==> config.mk <==
export PLATFORM = sky130hd
export DESIGN_NAME = gci_config
export DESIGN_NICKNAME = d
export VERILOG_FILES = /design/src/design/gci_pkg.sv /design/src/design/gci_config.sv /design/src/design/gci_sync.sv /design/src/design/gci_gain_decode.sv
export SDC_FILE = /design/constraint.sdc
export NUM_CORES = 1
export LEC_CHECK = 0
export BUFFER_PORTS_ARGS = -buffer_cell sky130_fd_sc_hd__buf_4
export CORE_MARGIN = 2
export CORE_UTILIZATION = 49
export DETAILED_ROUTE_END_ITERATION = 8
export GPL_TIMING_DRIVEN = 0
export PLACE_DENSITY_LB_ADDON = 0.12
export SETUP_SLACK_MARGIN = 0.4
export SYNTH_ARGS = -nofsm -noshare
export SYNTH_HDL_FRONTEND = slang
export SYNTH_SLANG_ARGS = --single-unit
export TNS_END_PERCENT = 10
==> constraint.sdc <==
create_clock -name clk -period 1.8 [get_ports clk]
set_clock_uncertainty 0.15 [all_clocks]
set_input_delay 0.36 -clock clk [delete_from_list [all_inputs] [get_ports clk]]
set_output_delay 0.36 -clock clk [all_outputs]
set_load 0.1 [all_outputs]
==> src/design/gci_pkg.sv <==
// Constants shared by the gain configuration front end.
// Assumes one 50 MHz clock domain; pin levels arrive unsynchronised.
package gci_pkg;

  typedef enum logic {
    MODE_SERIAL,
    MODE_PARALLEL
  } gci_mode_t;

  // Control word layout
  localparam int          CTRL_W    = 16;
  localparam logic [15:0] CTRL_RST  = 16'h0000;
  localparam int          GAIN_LSB  = 0;
  localparam int          GAIN_W    = 3;
  localparam int          COMP_LSB  = 3;
  localparam int          COMP_W    = 3;
  localparam int          MUX_LSB   = 6;
  localparam int          MUX_W     = 2;
  localparam int          POL_BIT   = 8;
  localparam int          PD_BIT    = 9;
  localparam int          FILT_BIT  = 10;
  localparam int          FPIN_BIT  = 11;
  localparam int          FCUR_LSB  = 12;
  localparam int          FCUR_W    = 3;
  localparam int          SPARE_BIT = 15;

  // Gain codes
  localparam logic [2:0] GC_X10   = 3'h0;
  localparam logic [2:0] GC_X20   = 3'h1;
  localparam logic [2:0] GC_X50   = 3'h2;
  localparam logic [2:0] GC_X100  = 3'h3;
  localparam logic [2:0] GC_X200  = 3'h4;
  localparam logic [2:0] GC_X500  = 3'h5;
  localparam logic [2:0] GC_X1000 = 3'h6;
  localparam logic [2:0] GC_EXT   = 3'h7;

  // Decoded gain factors; zero marks the external-resistor path
  localparam int         GV_W      = 10;
  localparam logic [9:0] GV_X10    = 10'h00A;
  localparam logic [9:0] GV_X20    = 10'h014;
  localparam logic [9:0] GV_X50    = 10'h032;
  localparam logic [9:0] GV_X100   = 10'h064;
  localparam logic [9:0] GV_X200   = 10'h0C8;
  localparam logic [9:0] GV_X500   = 10'h1F4;
  localparam logic [9:0] GV_X1000  = 10'h3E8;
  localparam logic [9:0] GV_EXT    = 10'h000;

  // Automatic compensation codes; low two bits of COMP_EXT are don't-care
  localparam logic [2:0] COMP_WIDE = 3'h0;
  localparam logic [2:0] COMP_MID  = 3'h1;
  localparam logic [2:0] COMP_LOW  = 3'h2;
  localparam logic [2:0] COMP_MIN  = 3'h3;
  localparam logic [2:0] COMP_EXT  = 3'h4;

  // Pins passed through the synchroniser
  localparam int SYNC_W = 6;

endpackage

==> src/design/gci_config.sv <==
// Configuration front end of a programmable-gain amplifier.
// Assumes all pins are asynchronous to clk; serial clock is sampled.
//
// Functional notes
// - Mode from comparing the two level pins
// - Parallel mode ignores the internal control register
// - Parallel gain and power-down from shared pins
// - Parallel power-down follows pin high level
// - Fault detection disabled in parallel mode
// - Gain codes 000..110 give 10 to 1000
// - Code 111 selects external resistor path
// - Serial mode controls every function via register
// - Host drives clock, data, select; device drives out
// - Sixteen-bit control register written only serially
// - Parallel compensation code derived from gain code
// - Falling select arms shift; clock high at edges
// - Shift one bit per rising serial clock
// - Rising select copies shift into holding register
`timescale 1ns/1ns
`default_nettype none
module gci_config (
  input  wire logic                        clk,
  input  wire logic                        nrst,
  input  wire logic                        mode_level_pin_a,
  input  wire logic                        mode_level_pin_b,
  input  wire logic                        select_n,
  input  wire logic                        serial_clk,
  input  wire logic                        serial_in,
  input  wire logic                        serial_out_in,
  output logic                             serial_out,
  output logic                             serial_out_oe,
  output logic                             serial_mode,
  output logic [gci_pkg::GAIN_W-1:0]       gain_code,
  output logic [gci_pkg::GV_W-1:0]         gain_value,
  output logic                             ext_gain_path,
  output logic [gci_pkg::COMP_W-1:0]       comp_code,
  output logic [gci_pkg::MUX_W-1:0]        mux_sel,
  output logic                             polarity_swap,
  output logic                             power_down,
  output logic                             filter_en,
  output logic                             fault_pin_sel,
  output logic [gci_pkg::FCUR_W-1:0]       fault_current,
  output logic [gci_pkg::CTRL_W-1:0]       ctrl_word
);
  import gci_pkg::*;

  // Synchronised pins
  logic [SYNC_W-1:0] pins_async;
  logic [SYNC_W-1:0] pins_sync;
  logic              lvl_a_s;
  logic              lvl_b_s;
  logic              sel_s;
  logic              sck_s;
  logic              sdi_s;
  logic              g0_s;

  assign pins_async = {serial_out_in, serial_in, serial_clk, select_n,
                       mode_level_pin_b, mode_level_pin_a};

  gci_sync #(
    .W (SYNC_W)
  ) u_sync (
    .clk      (clk),
    .nrst     (nrst),
    .async_in (pins_async),
    .sync_out (pins_sync)
  );

  assign lvl_a_s = pins_sync[0];
  assign lvl_b_s = pins_sync[1];
  assign sel_s   = pins_sync[2];
  assign sck_s   = pins_sync[3];
  assign sdi_s   = pins_sync[4];
  assign g0_s    = pins_sync[5];

  // Shared pins under their parallel-mode meaning
  wire              power_down_pin = sel_s;
  wire              gain_sel_msb   = sck_s;
  wire              gain_sel_mid   = sdi_s;
  wire              gain_sel_lsb   = g0_s;
  wire [GAIN_W-1:0] pin_gain       = {gain_sel_msb, gain_sel_mid, gain_sel_lsb};

  // State
  gci_mode_t         mode_reg;
  gci_mode_t         mode_next;
  logic              sel_prev_reg;
  logic              sck_prev_reg;
  logic              armed_reg;
  logic              armed_next;
  logic [CTRL_W-1:0] shift_reg;
  logic [CTRL_W-1:0] shift_next;
  logic [CTRL_W-1:0] hold_reg;
  logic [CTRL_W-1:0] hold_next;
  logic [CTRL_W-1:0] eff_reg;
  logic [CTRL_W-1:0] eff_next;
  logic              sdo_reg;
  logic [GV_W-1:0]   gval_reg;
  logic              ext_reg;

  // Mode decode: level pins compared, equal levels keep the last mode
  wire lvl_ser = !lvl_a_s && lvl_b_s;
  wire lvl_par = lvl_a_s && !lvl_b_s;
  assign mode_next = lvl_par ? MODE_PARALLEL :
                     lvl_ser ? MODE_SERIAL : mode_reg;
  wire is_ser = (mode_reg == MODE_SERIAL);

  // Edge detection on sampled link pins
  wire sel_fall = sel_prev_reg && !sel_s;
  wire sel_rise = !sel_prev_reg && sel_s;
  wire sck_rise = !sck_prev_reg && sck_s;
  wire do_shift = is_ser && armed_reg && !sel_s && sck_rise;
  wire do_load  = is_ser && armed_reg && sel_rise;

  // Arm on falling select, disarm on rising select or leaving serial
  always_comb begin
    armed_next = armed_reg;
    case (mode_reg)
      MODE_SERIAL: begin
        if (sel_fall) begin
          armed_next = 1'b1;
        end else if (sel_rise) begin
          armed_next = 1'b0;
        end
      end
      MODE_PARALLEL: begin
        armed_next = 1'b0;
      end
      default: begin
        armed_next = 1'b0;
      end
    endcase
  end

  // MSB first in, far end out, so chained devices pass the stream on
  assign shift_next = do_shift ? {shift_reg[CTRL_W-2:0], sdi_s} : shift_reg;
  assign hold_next  = do_load ? shift_reg : hold_reg;

  // Parallel word: pins plus auto compensation, every other field off
  logic [COMP_W-1:0] pin_comp;
  logic [CTRL_W-1:0] par_word;

  gci_gain_decode u_pin_dec (
    .gain_code  (pin_gain),
    .gain_value (),
    .comp_auto  (pin_comp),
    .ext_path   ()
  );

  always_comb begin
    par_word                            = CTRL_RST;
    par_word[GAIN_LSB +: GAIN_W]        = pin_gain;
    par_word[COMP_LSB +: COMP_W]        = pin_comp;
    par_word[PD_BIT]                    = power_down_pin;
  end

  // Holding register never reaches the outputs in parallel mode
  assign eff_next = is_ser ? hold_reg : par_word;

  // Gain factor of the applied word
  logic [GV_W-1:0] eff_gval;
  logic            eff_ext;

  gci_gain_decode u_eff_dec (
    .gain_code  (eff_reg[GAIN_LSB +: GAIN_W]),
    .gain_value (eff_gval),
    .comp_auto  (),
    .ext_path   (eff_ext)
  );

  always_ff @(posedge clk or negedge nrst) begin
    if (!nrst) begin
      mode_reg     <= MODE_SERIAL;
      sel_prev_reg <= 1'b1;
      sck_prev_reg <= 1'b1;
      armed_reg    <= 1'b0;
    end else begin
      mode_reg     <= mode_next;
      sel_prev_reg <= sel_s;
      sck_prev_reg <= sck_s;
      armed_reg    <= armed_next;
    end
  end

  always_ff @(posedge clk or negedge nrst) begin
    if (!nrst) begin
      shift_reg <= CTRL_RST;
      hold_reg  <= CTRL_RST;
      eff_reg   <= CTRL_RST;
    end else begin
      shift_reg <= shift_next;
      hold_reg  <= hold_next;
      eff_reg   <= eff_next;
    end
  end

  always_ff @(posedge clk or negedge nrst) begin
    if (!nrst) begin
      sdo_reg  <= 1'b0;
      gval_reg <= GV_X10;
      ext_reg  <= 1'b0;
    end else begin
      sdo_reg  <= shift_reg[CTRL_W-1];
      gval_reg <= eff_gval;
      ext_reg  <= eff_ext;
    end
  end

  // Outputs
  assign serial_out    = sdo_reg;
  assign serial_out_oe = is_ser && armed_reg;
  assign serial_mode   = is_ser;
  assign gain_code     = eff_reg[GAIN_LSB +: GAIN_W];
  assign gain_value    = gval_reg;
  assign ext_gain_path = ext_reg;
  assign comp_code     = eff_reg[COMP_LSB +: COMP_W];
  assign mux_sel       = eff_reg[MUX_LSB +: MUX_W];
  assign polarity_swap = eff_reg[POL_BIT];
  assign power_down    = eff_reg[PD_BIT];
  assign filter_en     = eff_reg[FILT_BIT];
  assign fault_pin_sel = eff_reg[FPIN_BIT];
  assign fault_current = eff_reg[FCUR_LSB +: FCUR_W];
  assign ctrl_word     = eff_reg;
endmodule
`default_nettype wire

==> src/design/gci_sync.sv <==
// Two-flop synchroniser, one chain per bit.
// Assumes inputs are asynchronous levels; outputs are in clk domain.
`timescale 1ns/1ns
`default_nettype none
module gci_sync #(
  parameter int W = 1
) (
  input  wire logic         clk,
  input  wire logic         nrst,
  input  wire logic [W-1:0] async_in,
  output logic      [W-1:0] sync_out
);
  import gci_pkg::*;

  genvar i;
  generate
    for (i = 0; i < W; i++) begin : g_bit
      logic meta_reg;
      logic sync_reg;
      // Resets high, the idle level of select and clock, so no false edge follows reset
      always_ff @(posedge clk or negedge nrst) begin
        if (!nrst) begin
          meta_reg <= 1'b1;
          sync_reg <= 1'b1;
        end else begin
          meta_reg <= async_in[i];
          sync_reg <= meta_reg;
        end
      end
      assign sync_out[i] = sync_reg;
    end
  endgenerate

endmodule
`default_nettype wire

==> src/design/gci_gain_decode.sv <==
// Gain code decoder: gain factor, automatic compensation, path select.
// Purely combinational; the caller registers what it presents.
`timescale 1ns/1ns
`default_nettype none
module gci_gain_decode (
  input  wire logic [gci_pkg::GAIN_W-1:0] gain_code,
  output logic      [gci_pkg::GV_W-1:0]   gain_value,
  output logic      [gci_pkg::COMP_W-1:0] comp_auto,
  output logic                            ext_path
);
  import gci_pkg::*;

  always_comb begin
    gain_value = GV_EXT;
    comp_auto  = COMP_EXT;
    case (gain_code)
      GC_X10: begin
        gain_value = GV_X10;
        comp_auto  = COMP_WIDE;
      end
      GC_X20: begin
        gain_value = GV_X20;
        comp_auto  = COMP_WIDE;
      end
      GC_X50: begin
        gain_value = GV_X50;
        comp_auto  = COMP_MID;
      end
      GC_X100: begin
        gain_value = GV_X100;
        comp_auto  = COMP_LOW;
      end
      GC_X200: begin
        gain_value = GV_X200;
        comp_auto  = COMP_LOW;
      end
      GC_X500: begin
        gain_value = GV_X500;
        comp_auto  = COMP_MIN;
      end
      GC_X1000: begin
        gain_value = GV_X1000;
        comp_auto  = COMP_MIN;
      end
      default: begin
        gain_value = GV_EXT;
        comp_auto  = COMP_EXT;
      end
    endcase
  end

  assign ext_path = (gain_code == GC_EXT);

endmodule
`default_nettype wire

==> flow_summary.json <==
{
  "grt.total_usage_pct": 15.50,
  "hold_class": "in -> async",
  "dieArea_um2": 6250,
  "cts.sinks": 75,
  "relSlewSlack_pct": 40.74,
  "drv_cap": 0,
  "fmax_mhz": 582.1,
  "wl_per_cell_um": 13.21,
  "place_area_um2": 3289,
  "status": "finished with violations",
  "fin_crit_ns": 1.718,
  "floorplan.initialDensity_pct": 50.43,
  "final_area_um2": 3696,
  "pwr-share-comb_pct": 35.7,
  "drc_errors": 0,
  "dieHeight_um": 79.06,
  "p_seq_share_pct": 39.8,
  "ys.flop_type": "dfrtp_1",
  "cp_data_required_time_ns": 1.88,
  "place_congestion": 0.6862,
  "p_total_w": 0.005091,
  "diodes": 0,
  "synth.distinct_cells": 27,
  "final_util_pct": 67.54,
  "tns_ns": 0,
  "synth_edf_count": 0,
  "synth_area_um2": 2760,
  "register_area_um2": 1931,
  "violations": "negative hold slack",
  "ys_seq_area_share_pct": 68.72,
  "cp-end-kind": "register",
  "cts_buffer_depth": 2,
  "critPathLaunchType": "register",
  "p_leak_nw": 1.828,
  "cts_root_buf": "clkbuf_8",
  "timing.final.crit_share_pct": 95.43,
  "die_w_um": 79.06,
  "holdWs_ns": -0.01027,
  "via_count": 1569,
  "synth_fp_nets": 191,
  "clockPowerShare_pct": 24.5,
  "arrival_ns": 1.79,
  "multi_input_area_um2": 755.7,
  "path_class": "reg -> reg",
  "gr-total-overflow": 0,
  "portBuffers": 51,
  "antenna_found_initial": 0,
  "rsz0062_at_grt": "true",
  "grt_max_degree": 76,
  "nets": 265,
  "drt-initial-drc-count": 76,
  "drv_slew": 0,
  "hold_violations": 15,
  "clock_latency_ns": 0.34,
  "drt-pass1-iter-count": 4,
  "synth-async-reset-ratio_pct": 100.0,
  "antenna_left": 0,
  "crit_fanout": 6,
  "intPower_w": 0.003042,
  "routed_wirelength_um": 4400,
  "num_io_pins": 53,
  "n_fill_cell": 402,
  "vias_per_cell": 4.712,
  "area_growth_syn_to_layout_pct": 33.91,
  "switching_share_pct": 40.24,
  "rr_worst_depth": 4,
  "setup_viol": 0,
  "coreArea_um2": 5473,
  "grt_pass1_wl_um": 7203,
  "place_hpwl_um": 2702,
  "h-tree-depth": 3,
  "row_count": 27,
  "yosysWarnings": 0,
  "synth.avg_cell_area_um2": 15.17,
  "grt_pass1_vias": 1527,
  "numCtsBuffers": 9,
  "p_sw_w": 0.002049,
  "ys_ff_latch": 75,
  "netlist_instances": 182,
  "drive_above_1_share_pct": 62.45,
  "path_clk_slew_ns": 0.07,
  "ir_drop_mv": 1.085,
  "tritoncts": "yes",
  "powerDensity_nw_per_um2": 1377,
  "worst-slew-pin-transition_ns": 0.8889
}
==> repair_timing <==
| action | 4_1_cts | 5_1_grt |
|---|---|---|
| pin swaps | 2 | 1 |
| setup buffers | 5 | 0 |
| resized for setup | 13 | 19 |
| hold buffers | 6 | 0 |
| setup endpoints to repair | 79 | 87 |
| hold endpoints to repair | 6 | 0 |
| cloned | 0 | 1 |
==> Yosys cell counts, types with 2 or more instances <==
library cell	n	area share, %
dfrtp_1	59	53
mux2_2	36	15
buf_4	17	4.6
dfstp_2	16	15
nor2b_1	10	2.3
nand2_1	6	0.82
nor2_1	6	0.82
inv_1	5	0.68
a21oi_1	4	0.73
clkbuf_1	3	0.41
xnor2_1	3	0.95
nand2b_1	2	0.45
==> path summary, 6_finish.rpt <==
check | slack [ns] | start | end
max | 0.08 | mode_reg | shift_reg[0]
min | -0.01 | nrst | gain_value[2]
max reg2reg | 0.08 | mode_reg | shift_reg[0]
min reg2reg | 0.20 | u_sync.g_bit[5].meta_reg | u_sync.g_bit[5].sync_reg
max in group asynchronous | 0.83 | nrst | ctrl_word[1]
min in group clk | 0.20 | u_sync.g_bit[5].meta_reg | u_sync.g_bit[5].sync_reg
==> power groups by stage <==
stage / clock [W] / sequential [W] / combinational, W
final: 0.00125 / 0.00202 / 0.00182
after global routing: 0.00136 / 0.00205 / 0.00188
after CTS: 0.00129 / 0.00202 / 0.00181
after detailed placement: 0 / 0.00205 / 0.00174
after global placement: 0 / 0.00205 / 0.00173
after floorplan: 0 / 0.00282 / 0.000621
==> cells by family (layout without fill, tap and decap cells) <==
family | Yosys count | after routing | synth area share [%]
compound gates | 7 | 7 | 1.451
simple gates | 30 | 30 | 6.664
flops | 75 | 75 | 68.72
xor+xnor | 4 | 4 | 1.269
fa+ha+maj | 1 | 1 | 0.4532
other cells | 1 | 1 | 0.1359
buf+inv | 27 | 106 | 6.255
mux | 37 | 37 | 15.05
==> cells in the final DEF (no fill, tap or decap), types with 2 or more instances in the layout <==
cell type	instances
dfrtp_4	6
xnor2_1	3
buf_4	64
clkbuf_1	3
dfrtp_1	44
mux2_4	16
dfrtp_2	9
clkinv_2	3
mux2_2	20
dlygate4sd3_1	6
dfstp_2	16
clkbuf_8	11
nor2_1	6
buf_6	9
inv_1	3
nand2b_1	2
nand2_1	6
inv_2	2
buf_12	2
a21oi_1	4
nor2b_1	10
==> worst max-delay path, stage by stage, from the launching register on <==
cell	delay (ns)
dfrtp_1	0.42
nand2b_4	0.18
nor4b_4	0.34
buf_6	0.20
mux2_4	0.31
==> through the flow <==
stage          setup WS [ns]  cells
4_1_cts              0.08007    332
2_1_floorplan        0.06826    182
5_1_grt            0.0006828    333
3_5_place_dp         -0.1485    305
6_report             0.08218    333
3_3_place_gp         -0.1162    305
==> layer usage <==
metal  share of wire, %  global-route usage, %  vias to the layer above
li1                   -                      -                      730
met1                 43                  20.45                      788
met2                 49                  23.39                       43
met3                5.6                  4.432                        8
met4                1.8                  8.276                        0
met5                  0                      0                        -
==> final cells by class <==
type	count	share of cell area (%)
plain buffers	22	5.044
repair buffers	63	14.08
clock inverters	5	1.422
clock buffers	11	3.825
well taps	72	2.437
flip-flops and latches	75	52.23
multi-input cells	80	20.45
inverters	5	0.5078
No activity file was read; power rests on OpenSTA's default activity.
